$ cat src/mhfc_pkg.sv
package mhfc_pkg;
  localparam int NPRIO_DEF = 8;
  localparam int TIME_W = 16;
  localparam int CLK_MHZ = 10;
  localparam int MBPS_10M = 10;
  localparam int MBPS_100M = 100;
  localparam int MBPS_1G = 1000;
  localparam int MBPS_2G5 = 2500;
  localparam logic [9:0] QUANTUM_BITS = 10'h200;
  localparam logic [9:0] BPC_10M = 10'(MBPS_10M / CLK_MHZ);
  localparam logic [9:0] BPC_100M = 10'(MBPS_100M / CLK_MHZ);
  localparam logic [9:0] BPC_1G = 10'(MBPS_1G / CLK_MHZ);
  localparam logic [9:0] BPC_2G5 = 10'(MBPS_2G5 / CLK_MHZ);

  typedef enum logic [1:0] {SPD_10M, SPD_100M, SPD_1G, SPD_2G5} mhfc_speed_t;
  typedef enum logic [1:0] {GAP_IDLE, GAP_CARRIER, GAP_PART1, GAP_PART2} mhfc_gap_t;

  localparam logic [7:0] OFS_HDX = 8'h00;
  localparam logic [7:0] OFS_IFG = 8'h04;
  localparam logic [7:0] OFS_MAXLEN = 8'h08;
  localparam logic [7:0] OFS_TAGS = 8'h0c;
  localparam logic [7:0] OFS_FC = 8'h10;
  localparam logic [7:0] OFS_LAT = 8'h14;
  localparam logic [7:0] OFS_PFC = 8'h18;
  localparam logic [7:0] OFS_SMAC_LO = 8'h1c;
  localparam logic [7:0] OFS_SMAC_HI = 8'h20;
  localparam logic [7:0] OFS_STAT = 8'h24;

  localparam int HDX_FDX = 0;
  localparam int HDX_WEXC = 1;
  localparam int HDX_RETRY = 2;
  localparam int HDX_SEED_LOAD = 3;
  localparam int HDX_SEED = 8;
  localparam int HDX_LATE_POS = 16;
  localparam int IFG_PART1 = 0;
  localparam int IFG_PART2 = 8;
  localparam int TAGS_ALLOW = 16;
  localparam int TAGS_SINGLE = 17;
  localparam int TAGS_DOUBLE = 18;
  localparam int TAGS_LEN_DROP = 19;
  localparam int FC_RX = 16;
  localparam int FC_TX = 17;
  localparam int FC_ZERO = 18;
  localparam int FC_DROP = 19;
  localparam int FC_SPEED = 20;
  localparam int PFC_TX = 8;
  localparam int PFC_PROT = 16;
  localparam int STAT_HALT = 8;
  localparam int STAT_GAP = 9;
  localparam int STAT_BACKOFF = 10;
  localparam int STAT_REQ = 11;
  localparam int STAT_ARMED = 12;
  localparam int STAT_ATTEMPTS = 16;

  localparam logic [15:0] RST_MAXLEN = 16'h05ee;
  localparam logic [15:0] RST_PTIME = 16'hffff;
  localparam logic [15:0] RST_LFSR = 16'hace1;
  localparam logic [15:0] VLAN_TPID = 16'h8100;
  localparam logic [15:0] LATE_BORDER = 16'h0038;
  localparam logic [15:0] TAG_LEN = 16'h0004;
  localparam logic [15:0] DTAG_LEN = 16'h0008;
  localparam logic [4:0] ATTEMPT_LIMIT = 5'h10;
  localparam logic [3:0] BACKOFF_LIMIT = 4'ha;
  localparam logic [7:0] PFC_VEC_ALL = 8'hff;
  localparam logic [15:0] PAUSE_ZERO = 16'h0000;
endpackage

$ cat src/mhfc_core.sv
// How it works
// [RL1] Backoff randomizer takes the seed only when software pulses seed load.
// [RL2] Backoff disable bit skips backoff after an excessive collision.
// [RL3] Retry bit keeps the frame after excessive collisions, restarting backoff.
// [RL4] Late border at data byte 56, moved one byte per position step.
// [RL5] Rx-to-Tx gap is part one plus part two; carrier restarts part one.
// [RL6] Carrier changes are ignored during part two of the gap.
// [RL7] Frames longer than the configured maximum length are oversize.
// [RL8] Length allowance adds 4 bytes single-tagged, 8 bytes double-tagged.
// [RL9] Tag recognised by 0x8100 or by the custom ethertype.
// [RL10] Single and double awareness choose zero, one or two tags.
// [RL11] Length-check drop discards frames with type/length errors.
// [RL12] Full duplex pause reception halts egress for the received time.
// [RL13] Flow-control assertion sends pause with configured time and source address.
// [RL14] Zero-pause cancel sends time 0 when flow control de-asserts.
// [RL15] After a sent pause and partner latency, incoming frame starts are discarded.
// [RL16] Half duplex ignores received pause and applies backpressure instead.
// [RL17] Priority pause reception pauses class n for time n when bit n set.
// [RL18] Priority pause sent for enabled classes whose watermark is exceeded.
// [RL19] Congested priorities carry the pause time, uncongested carry 0.
// [RL20] Protection mode pauses all lower priorities of a congested one.
// [RL21] Sent enable vector is always 0xff; disabled priorities carry 0.
// [RL22] Resend every half pause time while congested; no zero frame on clear.
//
// Design decisions made here: the register addresses and register access over APB.
`timescale 1ns/100ps
`default_nettype none
module mhfc_core #(
  parameter int NPRIO = mhfc_pkg::NPRIO_DEF
) (
  input wire logic i_clk,
  input wire logic i_reset_n,
  input wire logic i_psel,
  input wire logic i_penable,
  input wire logic i_pwrite,
  input wire logic [7:0] i_paddr,
  input wire logic [31:0] i_pwdata,
  output logic [31:0] o_prdata,
  output logic o_pready,
  output logic o_pslverr,
  input wire logic i_crs,
  input wire logic i_coll,
  input wire logic [15:0] i_coll_byte,
  input wire logic i_tx_done,
  output logic o_retry_tx,
  output logic o_drop_tx,
  output logic o_late_coll,
  output logic o_backoff_busy,
  output logic o_gap_busy,
  output logic o_backpressure,
  input wire logic i_rx_eof,
  input wire logic [15:0] i_rx_len,
  input wire logic [15:0] i_rx_tpid1,
  input wire logic [15:0] i_rx_tpid2,
  input wire logic i_rx_len_err,
  output logic o_rx_oversize,
  output logic o_rx_drop,
  input wire logic i_rx_sof,
  output logic o_rx_sof_discard,
  input wire logic i_rx_pause_valid,
  input wire logic i_rx_pause_pfc,
  input wire logic [NPRIO-1:0] i_rx_pause_vec,
  input wire logic [NPRIO*mhfc_pkg::TIME_W-1:0] i_rx_pause_times,
  output logic o_egress_halt,
  output logic [NPRIO-1:0] o_prio_paused,
  input wire logic i_fc_cond,
  input wire logic [NPRIO-1:0] i_prio_cong,
  output logic o_pause_req,
  input wire logic i_pause_ack,
  input wire logic i_pause_done,
  output logic o_pause_pfc,
  output logic [NPRIO-1:0] o_pause_vec,
  output logic [NPRIO*mhfc_pkg::TIME_W-1:0] o_pause_times,
  output logic [47:0] o_pause_smac
);
  import mhfc_pkg::*;

  typedef struct packed {
    logic fdx;
    logic wexc;
    logic retry;
    logic [7:0] seed;
    logic [5:0] late_pos;
    logic [4:0] ifg1;
    logic [4:0] ifg2;
    logic [15:0] maxlen;
    logic [15:0] custom_tag_ethertype;
    logic vlan_allow;
    logic aw1;
    logic aw2;
    logic lendrop;
    logic prx;
    logic ptx;
    logic zero;
    logic fcdrop;
    mhfc_speed_t speed;
    logic [15:0] ptime;
    logic [15:0] latency;
    logic [NPRIO-1:0] pfc_rx;
    logic [NPRIO-1:0] pfc_tx;
    logic prot;
    logic [47:0] smac;
    logic [31:0] prdata;
    logic [9:0] acc;
    logic [15:0] lfsr;
    logic [4:0] attempts;
    logic [9:0] bo_cnt;
    logic retry_pend;
    logic retry_p;
    logic drop_p;
    logic late_p;
    logic bp;
    mhfc_gap_t gst;
    logic [4:0] gcnt;
    logic oversize_p;
    logic rxdrop_p;
    logic [15:0] std_t;
    logic [NPRIO-1:0][15:0] pt;
    logic fc_q;
    logic [NPRIO-1:0] cong_q;
    logic pend_std;
    logic pend_zero;
    logic pend_pfc;
    logic req;
    logic req_pfc;
    logic [NPRIO-1:0] req_vec;
    logic [NPRIO-1:0][15:0] req_times;
    logic [15:0] refresh;
    logic refresh_on;
    logic [15:0] lat_cnt;
    logic armed;
    logic sofdisc_p;
  } mhfc_state_t;

  mhfc_state_t q;
  mhfc_state_t d;
  logic [1:0] rst_q;
  logic rst_n;
  logic [10:0] sum;
  logic tick;
  logic wr;
  logic mapped;
  logic [31:0] rdat;
  logic [9:0] bpc;
  logic [4:0] n_att;
  logic [3:0] win;
  logic [9:0] mask;
  logic [15:0] extra;
  logic [15:0] allow;
  logic t1;
  logic t2;
  logic [NPRIO-1:0] en_cong;
  logic [NPRIO-1:0] eff;
  logic [NPRIO-1:0][15:0] tm;
  logic any_cong;

  // Reset released through two flops so its removal is clean
  always_ff @(posedge i_clk or negedge i_reset_n) begin
    if (!i_reset_n) begin
      rst_q <= 2'h0;
    end else begin
      rst_q <= {rst_q[0], 1'b1};
    end
  end
  assign rst_n = rst_q[1];

  always_comb begin
    d = q;
    d.retry_p = 1'b0;
    d.drop_p = 1'b0;
    d.late_p = 1'b0;
    d.oversize_p = 1'b0;
    d.rxdrop_p = 1'b0;
    d.sofdisc_p = 1'b0;

    // Pause quantum and slot time share one 512-bit-time tick
    unique case (q.speed)
      SPD_10M: bpc = BPC_10M;
      SPD_100M: bpc = BPC_100M;
      SPD_1G: bpc = BPC_1G;
      SPD_2G5: bpc = BPC_2G5;
    endcase
    sum = {1'b0, q.acc} + {1'b0, bpc};
    tick = sum >= {1'b0, QUANTUM_BITS};
    d.acc = tick ? 10'(sum - {1'b0, QUANTUM_BITS}) : sum[9:0];
    d.lfsr = {q.lfsr[14:0], q.lfsr[15] ^ q.lfsr[13] ^ q.lfsr[12] ^ q.lfsr[10]};

    wr = i_psel & i_penable & i_pwrite;
    mapped = 1'b1;
    rdat = 32'h0;
    case (i_paddr)
      OFS_HDX: begin
        rdat[HDX_FDX] = q.fdx;
        rdat[HDX_WEXC] = q.wexc;
        rdat[HDX_RETRY] = q.retry;
        rdat[HDX_SEED+:8] = q.seed;
        rdat[HDX_LATE_POS+:6] = q.late_pos;
        if (wr) begin
          d.fdx = i_pwdata[HDX_FDX];
          d.wexc = i_pwdata[HDX_WEXC];
          d.retry = i_pwdata[HDX_RETRY];
          d.seed = i_pwdata[HDX_SEED+:8];
          d.late_pos = i_pwdata[HDX_LATE_POS+:6];
          if (i_pwdata[HDX_SEED_LOAD]) begin
            d.lfsr = {i_pwdata[HDX_SEED+:8], ~i_pwdata[HDX_SEED+:8]}; // [RL1]
          end
        end
      end
      OFS_IFG: begin
        rdat[IFG_PART1+:5] = q.ifg1;
        rdat[IFG_PART2+:5] = q.ifg2;
        if (wr) begin
          d.ifg1 = i_pwdata[IFG_PART1+:5];
          d.ifg2 = i_pwdata[IFG_PART2+:5];
        end
      end
      OFS_MAXLEN: begin
        rdat[15:0] = q.maxlen;
        if (wr) begin
          d.maxlen = i_pwdata[15:0];
        end
      end
      OFS_TAGS: begin
        rdat[15:0] = q.custom_tag_ethertype;
        rdat[TAGS_ALLOW] = q.vlan_allow;
        rdat[TAGS_SINGLE] = q.aw1;
        rdat[TAGS_DOUBLE] = q.aw2;
        rdat[TAGS_LEN_DROP] = q.lendrop;
        if (wr) begin
          d.custom_tag_ethertype = i_pwdata[15:0];
          d.vlan_allow = i_pwdata[TAGS_ALLOW];
          d.aw1 = i_pwdata[TAGS_SINGLE];
          d.aw2 = i_pwdata[TAGS_DOUBLE];
          d.lendrop = i_pwdata[TAGS_LEN_DROP];
        end
      end
      OFS_FC: begin
        rdat[15:0] = q.ptime;
        rdat[FC_RX] = q.prx;
        rdat[FC_TX] = q.ptx;
        rdat[FC_ZERO] = q.zero;
        rdat[FC_DROP] = q.fcdrop;
        rdat[FC_SPEED+:2] = q.speed;
        if (wr) begin
          d.ptime = i_pwdata[15:0];
          d.prx = i_pwdata[FC_RX];
          d.ptx = i_pwdata[FC_TX];
          d.zero = i_pwdata[FC_ZERO];
          d.fcdrop = i_pwdata[FC_DROP];
          d.speed = mhfc_speed_t'(i_pwdata[FC_SPEED+:2]);
        end
      end
      OFS_LAT: begin
        rdat[15:0] = q.latency;
        if (wr) begin
          d.latency = i_pwdata[15:0];
        end
      end
      OFS_PFC: begin
        rdat[NPRIO-1:0] = q.pfc_rx;
        rdat[PFC_TX+:NPRIO] = q.pfc_tx;
        rdat[PFC_PROT] = q.prot;
        if (wr) begin
          d.pfc_rx = i_pwdata[NPRIO-1:0];
          d.pfc_tx = i_pwdata[PFC_TX+:NPRIO];
          d.prot = i_pwdata[PFC_PROT];
        end
      end
      OFS_SMAC_LO: begin
        rdat = q.smac[31:0];
        if (wr) begin
          d.smac[31:0] = i_pwdata;
        end
      end
      OFS_SMAC_HI: begin
        rdat[15:0] = q.smac[47:32];
        if (wr) begin
          d.smac[47:32] = i_pwdata[15:0];
        end
      end
      OFS_STAT: begin
        rdat[NPRIO-1:0] = o_prio_paused;
        rdat[STAT_HALT] = o_egress_halt;
        rdat[STAT_GAP] = o_gap_busy;
        rdat[STAT_BACKOFF] = o_backoff_busy;
        rdat[STAT_REQ] = q.req;
        rdat[STAT_ARMED] = q.armed;
        rdat[STAT_ATTEMPTS+:5] = q.attempts;
      end
      default: begin
        mapped = 1'b0;
      end
    endcase
    // Read data captured in setup so the access phase needs no wait
    if (i_psel & ~i_penable) begin
      d.prdata = rdat;
    end

    // Half-duplex collision handling and backoff
    n_att = q.attempts + 5'h1;
    win = (n_att >= {1'b0, BACKOFF_LIMIT}) ? BACKOFF_LIMIT : n_att[3:0];
    mask = ~(10'h3ff << win);
    if (tick && q.bo_cnt != 10'h0) begin
      d.bo_cnt = q.bo_cnt - 10'h1;
    end
    if (q.retry_pend && q.bo_cnt == 10'h0) begin
      d.retry_p = 1'b1;
      d.retry_pend = 1'b0;
    end
    if (i_tx_done) begin
      d.attempts = 5'h0;
    end
    if (i_coll && !q.fdx) begin
      if (i_coll_byte > LATE_BORDER + {10'h0, q.late_pos}) begin
        d.late_p = 1'b1; // [RL4]
        d.drop_p = 1'b1;
        d.attempts = 5'h0;
        d.retry_pend = 1'b0;
      end else if (n_att == ATTEMPT_LIMIT) begin
        d.attempts = 5'h0;
        d.bo_cnt = q.wexc ? 10'h0 : (q.lfsr[9:0] & mask); // [RL2]
        d.retry_pend = q.retry; // [RL3]
        d.drop_p = ~q.retry;
      end else begin
        d.attempts = n_att;
        d.bo_cnt = q.lfsr[9:0] & mask;
        d.retry_pend = 1'b1;
      end
    end
    d.bp = ~q.fdx & i_fc_cond; // [RL16]

    // Rx-to-Tx gap, counted in clock cycles
    if (q.gcnt != 5'h0) begin
      d.gcnt = q.gcnt - 5'h1;
    end
    unique case (q.gst)
      GAP_IDLE: begin
        if (!q.fdx && i_crs) begin
          d.gst = GAP_CARRIER;
        end
      end
      GAP_CARRIER: begin
        if (!i_crs) begin
          d.gst = GAP_PART1;
          d.gcnt = q.ifg1;
        end
      end
      GAP_PART1: begin
        if (i_crs) begin
          d.gst = GAP_CARRIER; // [RL5]
        end else if (q.gcnt == 5'h0) begin
          d.gst = GAP_PART2;
          d.gcnt = q.ifg2;
        end
      end
      GAP_PART2: begin
        if (q.gcnt == 5'h0) begin
          d.gst = GAP_IDLE; // [RL6]
        end
      end
    endcase

    // Frame length and tag check at end of frame
    t1 = q.aw1 & (i_rx_tpid1 == VLAN_TPID | i_rx_tpid1 == q.custom_tag_ethertype); // [RL9] [RL10]
    t2 = t1 & q.aw2 & (i_rx_tpid2 == VLAN_TPID | i_rx_tpid2 == q.custom_tag_ethertype); // [RL10]
    extra = 16'h0;
    if (q.vlan_allow) begin
      extra = t2 ? DTAG_LEN : (t1 ? TAG_LEN : 16'h0); // [RL8]
    end
    allow = q.maxlen + extra;
    if (i_rx_eof) begin
      d.oversize_p = i_rx_len > allow; // [RL7]
      d.rxdrop_p = (i_rx_len > allow) | (q.lendrop & i_rx_len_err); // [RL11]
    end

    // Received pause timers, one quantum per tick
    if (tick && q.std_t != 16'h0) begin
      d.std_t = q.std_t - 16'h1;
    end
    for (int n = 0; n < NPRIO; n++) begin
      if (tick && q.pt[n] != 16'h0) begin
        d.pt[n] = q.pt[n] - 16'h1;
      end
    end
    if (i_rx_pause_valid && q.fdx) begin // [RL16]
      if (!i_rx_pause_pfc && q.prx) begin
        d.std_t = i_rx_pause_times[15:0]; // [RL12]
      end
      for (int n = 0; n < NPRIO; n++) begin
        if (i_rx_pause_pfc && q.pfc_rx[n] && i_rx_pause_vec[n]) begin
          d.pt[n] = i_rx_pause_times[TIME_W*n+:TIME_W]; // [RL17]
        end
      end
    end

    // Pause frame generation
    en_cong = i_prio_cong & q.pfc_tx; // [RL18]
    any_cong = |en_cong;
    for (int n = 0; n < NPRIO; n++) begin
      eff[n] = q.prot ? |(en_cong >> n) : en_cong[n]; // [RL20]
      tm[n] = (eff[n] & q.pfc_tx[n]) ? q.ptime : PAUSE_ZERO; // [RL19] [RL21]
    end
    d.fc_q = i_fc_cond;
    d.cong_q = en_cong;
    if (!q.req) begin
      if (q.pend_pfc) begin
        d.req = 1'b1;
        d.req_pfc = 1'b1;
        d.req_vec = PFC_VEC_ALL; // [RL21]
        d.req_times = tm;
        d.pend_pfc = 1'b0;
        d.refresh_on = any_cong;
        d.refresh = q.ptime >> 1; // [RL22]
      end else if (q.pend_std | q.pend_zero) begin
        d.req = 1'b1;
        d.req_pfc = 1'b0;
        d.req_vec = '0;
        d.req_times = '0;
        d.req_times[0] = q.fc_q ? q.ptime : PAUSE_ZERO; // [RL13] [RL14]
        d.pend_std = 1'b0;
        d.pend_zero = 1'b0;
      end
    end else if (i_pause_ack) begin
      d.req = 1'b0;
    end
    // Sets follow the clears so a same-cycle event is kept
    if (q.fdx && q.ptx && i_fc_cond && !q.fc_q) begin
      d.pend_std = 1'b1; // [RL13]
    end
    if (q.fdx && q.ptx && q.zero && !i_fc_cond && q.fc_q) begin
      d.pend_zero = 1'b1; // [RL14]
    end
    if (q.fdx && |(en_cong & ~q.cong_q)) begin
      d.pend_pfc = 1'b1; // [RL18]
    end
    if (q.refresh_on) begin
      if (!any_cong) begin
        d.refresh_on = 1'b0; // [RL22]
      end else if (q.refresh == 16'h0) begin
        d.refresh_on = 1'b0;
        d.pend_pfc = 1'b1; // [RL22]
      end else if (tick) begin
        d.refresh = q.refresh - 16'h1;
      end
    end

    // Discard of partner frames after the reaction latency
    if (i_pause_done) begin
      d.armed = q.fcdrop & (|q.req_times); // [RL15]
      d.lat_cnt = q.latency;
    end else if (q.armed) begin
      if (q.lat_cnt != 16'h0) begin
        d.lat_cnt = q.lat_cnt - 16'h1;
      end
      if (!i_fc_cond && !any_cong) begin
        d.armed = 1'b0;
      end
    end
    if (q.armed && q.fcdrop && q.lat_cnt == 16'h0 && i_rx_sof) begin
      d.sofdisc_p = 1'b1; // [RL15]
    end
  end

  always_ff @(posedge i_clk or negedge rst_n) begin
    if (!rst_n) begin
      q <= '0;
      q.maxlen <= RST_MAXLEN;
      q.custom_tag_ethertype <= VLAN_TPID;
      q.ptime <= RST_PTIME;
      q.lfsr <= RST_LFSR;
    end else begin
      q <= d;
    end
  end

  // Flag per priority from its own timer
  for (genvar g = 0; g < NPRIO; g++) begin : g_prio
    assign o_prio_paused[g] = q.pt[g] != 16'h0; // [RL17]
  end

  assign o_prdata = q.prdata;
  assign o_pready = 1'b1;
  assign o_pslverr = i_psel & i_penable & ~mapped;
  assign o_retry_tx = q.retry_p;
  assign o_drop_tx = q.drop_p;
  assign o_late_coll = q.late_p;
  assign o_backoff_busy = q.retry_pend | (q.bo_cnt != 10'h0);
  assign o_gap_busy = q.gst != GAP_IDLE;
  assign o_backpressure = q.bp;
  assign o_rx_oversize = q.oversize_p;
  assign o_rx_drop = q.rxdrop_p;
  assign o_rx_sof_discard = q.sofdisc_p;
  assign o_egress_halt = q.std_t != 16'h0; // [RL12]
  assign o_pause_req = q.req;
  assign o_pause_pfc = q.req_pfc;
  assign o_pause_vec = q.req_vec;
  assign o_pause_times = q.req_times;
  assign o_pause_smac = q.smac; // [RL13]
endmodule
`default_nettype wire

$ cat config.mk
export PLATFORM = sky130hd
export DESIGN_NAME = mhfc_core
export DESIGN_NICKNAME = d
export VERILOG_FILES = /design/src/mhfc_pkg.sv /design/src/mhfc_core.sv
export SDC_FILE = /design/constraint.sdc
export NUM_CORES = 1
export LEC_CHECK = 0
export ABC_AREA = 1
export ABC_CLOCK_PERIOD_IN_PS = 24400
export BUFFER_PORTS_ARGS = -buffer_cell sky130_fd_sc_hd__buf_2
export CAP_MARGIN = 20
export CORE_MARGIN = 5
export CORE_UTILIZATION = 46
export DETAILED_ROUTE_END_ITERATION = 8
export PLACE_DENSITY = 0.77
export SLEW_MARGIN = 10
export SYNTH_ARGS = -nofsm -noshare
export SYNTH_HDL_FRONTEND = slang
export SYNTH_SLANG_ARGS = --single-unit
$ cat constraint.sdc
create_clock -name i_clk -period 24.4 [get_ports i_clk]
set_input_delay 2.44 -clock i_clk [delete_from_list [all_inputs] [get_ports i_clk]]
set_output_delay 2.44 -clock i_clk [all_outputs]
set_load 0.01 [all_outputs]
# Yosys cells after proc, flatten, opt, wreduce, memory -nomap -nowiden
# Cells that the tools add are included.
[word_totals]
register_bits = 584
in_bits = 264
out_inout_bits = 238
[classes]
add_sub_neg = 18
order_cmp = 4
eq_ne = 28
shifts = 1
mux = 104
bitwise = 37
reduce_logical = 98
[ops]
columns = ["op", "count"]
rows = [
  ["$mux 16", 36],
  ["$mux 138", 2],
  ["$sub 16x1->16 const B", 11],
  ["$reduce_bool 16->1", 10],
  ["$mux 144", 1],
  ["$reduce_or 128->1", 1],
  ["$mux 17", 5],
  ["$mux 10", 5],
  ["$pmux 5 s10", 1],
  ["$pmux 3 s8", 2],
  ["$logic_and 1x1->1", 42],
  ["$pmux 10 s4", 1],
  ["$eq 16x16->1", 2],
  ["$eq 16x16->1 const B", 2],
  ["$eq 8x5->1 const B", 4],
  ["$logic_not 16->1", 2],
  ["$pmux 3 s10", 1],
  ["$mux 1", 24],
  ["$reduce_and 2->1", 11],
  ["$mux 5", 4],
  ["$and 1x1->1", 18],
  ["$pmux 2 s9", 1],
  ["$add 16x16->16", 1],
  ["$and 8x8->8", 2],
  ["other kinds (54)", 101],
]

# Logic depth before layout (Yosys ltp)
[logic_depth]
word_depth = 11
depth_mapped = 26
depth_no_buf = 26

# Least setup slack after synthesis
# Ideal clock, no wire load.
[synth_path]
path_kind = "input to output"
startpoint = "input i_paddr[6]"
endpoint = "output o_pslverr"
t_arrival_ps = 3514
required_ps = 21960
setup_slack_ps = 18446
cell_stages = 9
n_path_buf = 1
path_cell_list = "inv_1 > nand2_1 > nor2_1 > nand2_1 > nor2_4 > inv_2 > clkbuf_1 > nand4_1 > nor4_1"
[synth_via]
elab_chain_len = 5
word_cells_on_any_way = 14
classes_between = "eq/ne: 9; mux: 1; bitwise: 2; reduce/logical: 2"
[synth_rtl]
columns = ["item", "line_no", "rtl"]
rows = [
  ["start: declaration", "mhfc_core.sv:36", "input wire logic [7:0] i_paddr,"],
  ["$eq 8x5->1 (tied with other cells)", "mhfc_core.sv:191", "case (i_paddr)"],
  ["$reduce_or 10->1 (no source line) (*)", "-", ""],
  ["$mux 1 (*)", "mhfc_core.sv:191", ""],
  ["$not 1->1 (*)", "mhfc_core.sv:483", "assign o_pslverr = i_psel & i_penable & ~mapped;"],
  ["$and 1x1->1 (*)", "mhfc_core.sv:483", ""],
  ["end: declaration", "mhfc_core.sv:40", "output logic o_pslverr,"],
]
# Mark *: on every way between the ends. The rest lies on a longest branch, timed or not.

# Worst setup path in the final report
[layout_path]
startpoint = "input i_paddr[1]"
endpoint = "output o_pslverr"
# The elaborated chain is that of the path after synthesis.

==> impl_metrics.tcl <==
set metrics [dict create \
    outcome "complete, no violations" \
    p_int_mw 1.682 \
    setup_viol 0 \
    port_buffers 500 \
    syn_avg_cell_area_um2 7.600 \
    worstPathMaxFanout 12 \
    clk_latency_ps 640 \
    tritoncts "built" \
    synth_ff_type "dfrtp_1" \
    place_hpwl_mm 82.00 \
    hold_buffers 0 \
    synth_warnings 0 \
    cpPeakStageDelay_ps 830 \
    routed_wl_mm 110.3 \
    rows 99 \
    boundaryPins 502 \
    crit_path_end_kind "output pin" \
    tightest_slew_ps 1073 \
    cpMostUsedCell "buf_2" \
    drtAntennaViolNets 0 \
    place_ws_ps 17470 \
    netlist_instances 4447 \
    cts_root_buf "clkbuf_16" \
    yosysSeqAreaShare 0.4277 \
    synth_seq_cells 576 \
    final_common_cell "nand2_1" \
    grt_pass1_wl_mm 167.7 \
    comb_power_share 0.157 \
    grt_pass1_vias 29310 \
    die_h_um 281.1 \
    p_sw_mw 0.6993 \
    synth_cell_type_count 56 \
    gp_congestion 0.9634 \
    min_from "rst_q[0]$_DFF_PN0_" \
    antenna_found_initial 16 \
    cts_setup_buffers 0 \
    synth_top_family_by_area "simple AND/OR/NAND/NOR gates" \
    drv_cap 0 \
    seqPwrFrac 0.445 \
    critical_path_class "primary input to output pin" \
    cp.required_ps 21960 \
    p_leak_nw 19.02 \
    yosys-top-cells-area "dfrtp_1 40%, nand2_1 13%, inv_1 5.8%, nand3_1 5.3%, buf_4 5.1%" \
    synth_top_area_share 0.4013 \
    synth_fa_ha_area_frac 0.02117 \
    cts_buffers 61 \
    h-tree-depth 2 \
    start_util 0.4633 \
    rrSetupSlack_ps 20110 \
    via_count 30770 \
    worst-r2r-cell-count 23 \
    synth_top_area_cell "dfrtp_1" \
    drc 0 \
    final_max_slew_viol_count 0 \
    synth_compound_area_frac 0.08448 \
    area_growth_pct 10.72 \
    worst_ep_arrival_time_ps 4650 \
    overflow 0 \
    drtIter0Drc 3140 \
    clock_path_buffers 3 \
    hold_violations 0 \
    place_area_mm2 0.03534 \
    max_slew_margin 0.2847 \
    synthMuxAreaShare 0 \
    die_x_um 281.1 \
    dieArea_mm2 0.07900 \
    syn_area_mm2 0.03380 \
    synth_xor_area_frac 0.05027 \
    placedCellCount 5557 \
    finClkSkew_ps 26.15 \
    fin_cells 5681 \
    rsz0062_at_grt "no" \
    synth-async-reset-ratio 1.000 \
    wire_per_inst_um 19.42 \
    final_cell_area_mm2 0.03742 \
    cp-start-kind "primary input" \
    n_fill_cell 6948 \
    dr.pass1.iters 8 \
    totalNegativeSetupSlack_ps 0 \
    cts_num_sinks 576 \
    grt_max_degree 175 \
    track_usage 0.2690 \
    via_per_inst 5.417 \
    ir_drop_uv 58.96 \
    worstPathCellList "buf_2, nor2_2, nand3_1, nor2_1, inv_1, nand4_1, nor4_1, buf_2" \
    switching_share 0.2936 \
    clk_pin_slew_ps 60 \
    utilization 0.5129 \
    hold_class "flip-flop to flip-flop" \
    power_density_mw_per_mm2 63.64 \
    layout_setup_ws_ps 17310 \
    fin_crit_ps 7087 \
    cts_resized 0 \
    synth_edf_count 0 \
    hold_depth 0 \
    r2r-start "q[536]$_DFFE_PN0P_" \
    crit_slowest_cell "nor2_1" \
    max_freq_mhz 141.1 \
    rr_endpoint "o_rx_drop$_DFF_PN0_" \
    multi_input_area_mm2 0.01498 \
    core_mm2 0.07296 \
    p_clk_frac 0.397 \
    fin_crit_sh 0.2905 \
    final_cell_mix "1167 x nand2_1, 541 x dfrtp_1, 520 x inv_1" \
    seq_area_mm2 0.01446 \
    synth-simple-area-share 0.2868 \
    final_layout_size_suffix_gt1_frac 0.1685 \
    fin_nets 4984 \
    worstHoldEndpoint "rst_q[1]$_DFF_PN0_" \
]
## registers in the layout (all words and copies together), names as in the netlist
register / count
o_prdata: 32
o_rx_oversize: 1
o_pause_req: 1
o_rx_sof_discard: 1
o_pause_smac: 48
q: 357
o_rx_drop: 1
o_drop_tx: 1
o_backpressure: 1
o_pause_times: 128
rst_q: 2
o_pause_vec: 1
o_late_coll: 1
o_retry_tx: 1
## layer usage
layer	vias to the layer above	track usage	routed length [um]
met4	14	0.1194	5482
met3	309	0.07119	11100
met5	-	0	108
li1	14530	-	-
met1	14480	0.3513	44170
met2	1445	0.4233	49470
## worst max-delay path by stage
stage	slack, ps	from	to
6_report	17310	i_paddr[1]	o_pslverr
4_1_cts	17470	i_paddr[1]	o_pslverr
3_5_place_dp	17470	i_paddr[1]	o_pslverr
2_1_floorplan	7220	rst_q[1]$_DFF_PN0_	o_backpressure$_DFF_PN0_
5_1_grt	17320	i_paddr[1]	o_pslverr
3_3_place_gp	17560	i_paddr[1]	o_pslverr
## power groups by stage
stage / registers (mW) / clock network [mW] / logic, mW
detailed placement: 1.08 / 0 / 0.370
global route: 1.07 / 0.995 / 0.421
finish: 1.06 / 0.946 / 0.375
CTS: 1.06 / 0.958 / 0.373
floorplan: 1.07 / 0 / 0.265
global placement: 1.07 / 0 / 0.363
## critical path, delay by kind of cell
kind / cells / cell delay [ps]
simple gates: 5 / 1510
buf+inv: 3 / 680
## final cells by class
| cell class | instances | share of cell area |
|---|---|---|
| clock buffers | 90 | 0.04664 |
| clock inverters | 21 | 0.006787 |
| repair buffers | 528 | 0.07412 |
| inverters | 528 | 0.05296 |
| well taps | 959 | 0.03206 |
| flip-flops and latches | 576 | 0.3864 |
| diodes | 10 | 0.0006687 |
| multi-input cells | 2969 | 0.4004 |
## logic make-up after synthesis
group,Yosys count
flops,576
fa+ha+maj,56
compound gates,512
xor+xnor,194
simple gates,2205
buf+inv,903
other cells,1
## Yosys cell counts (9+ instances only)
cell type,number
o21ai_1,14
ha_1,54
nand4_1,129
nor4_1,25
buf_2,38
clkbuf_1,96
dfstp_2,34
inv_1,520
a22oi_1,9
nor2_1,330
o31ai_1,13
nand3_1,358
or2_2,86
dfrtp_1,542
buf_4,229
buf_6,9
nand2_1,1171
nor3_1,59
nand3_2,12
xor2_1,125
a21oi_1,63
o21ai_0,292
xnor2_1,69
o22ai_1,70
## stage by stage
step	hold WS [ps]	total power, mW
finish	357.0	2.382
floorplan	331.2	1.339
detailed placement	344.3	1.446
global route	363.7	2.484
global placement	337.8	1.437
CTS	357.4	2.390
No activity file was read; power rests on OpenSTA's default activity.
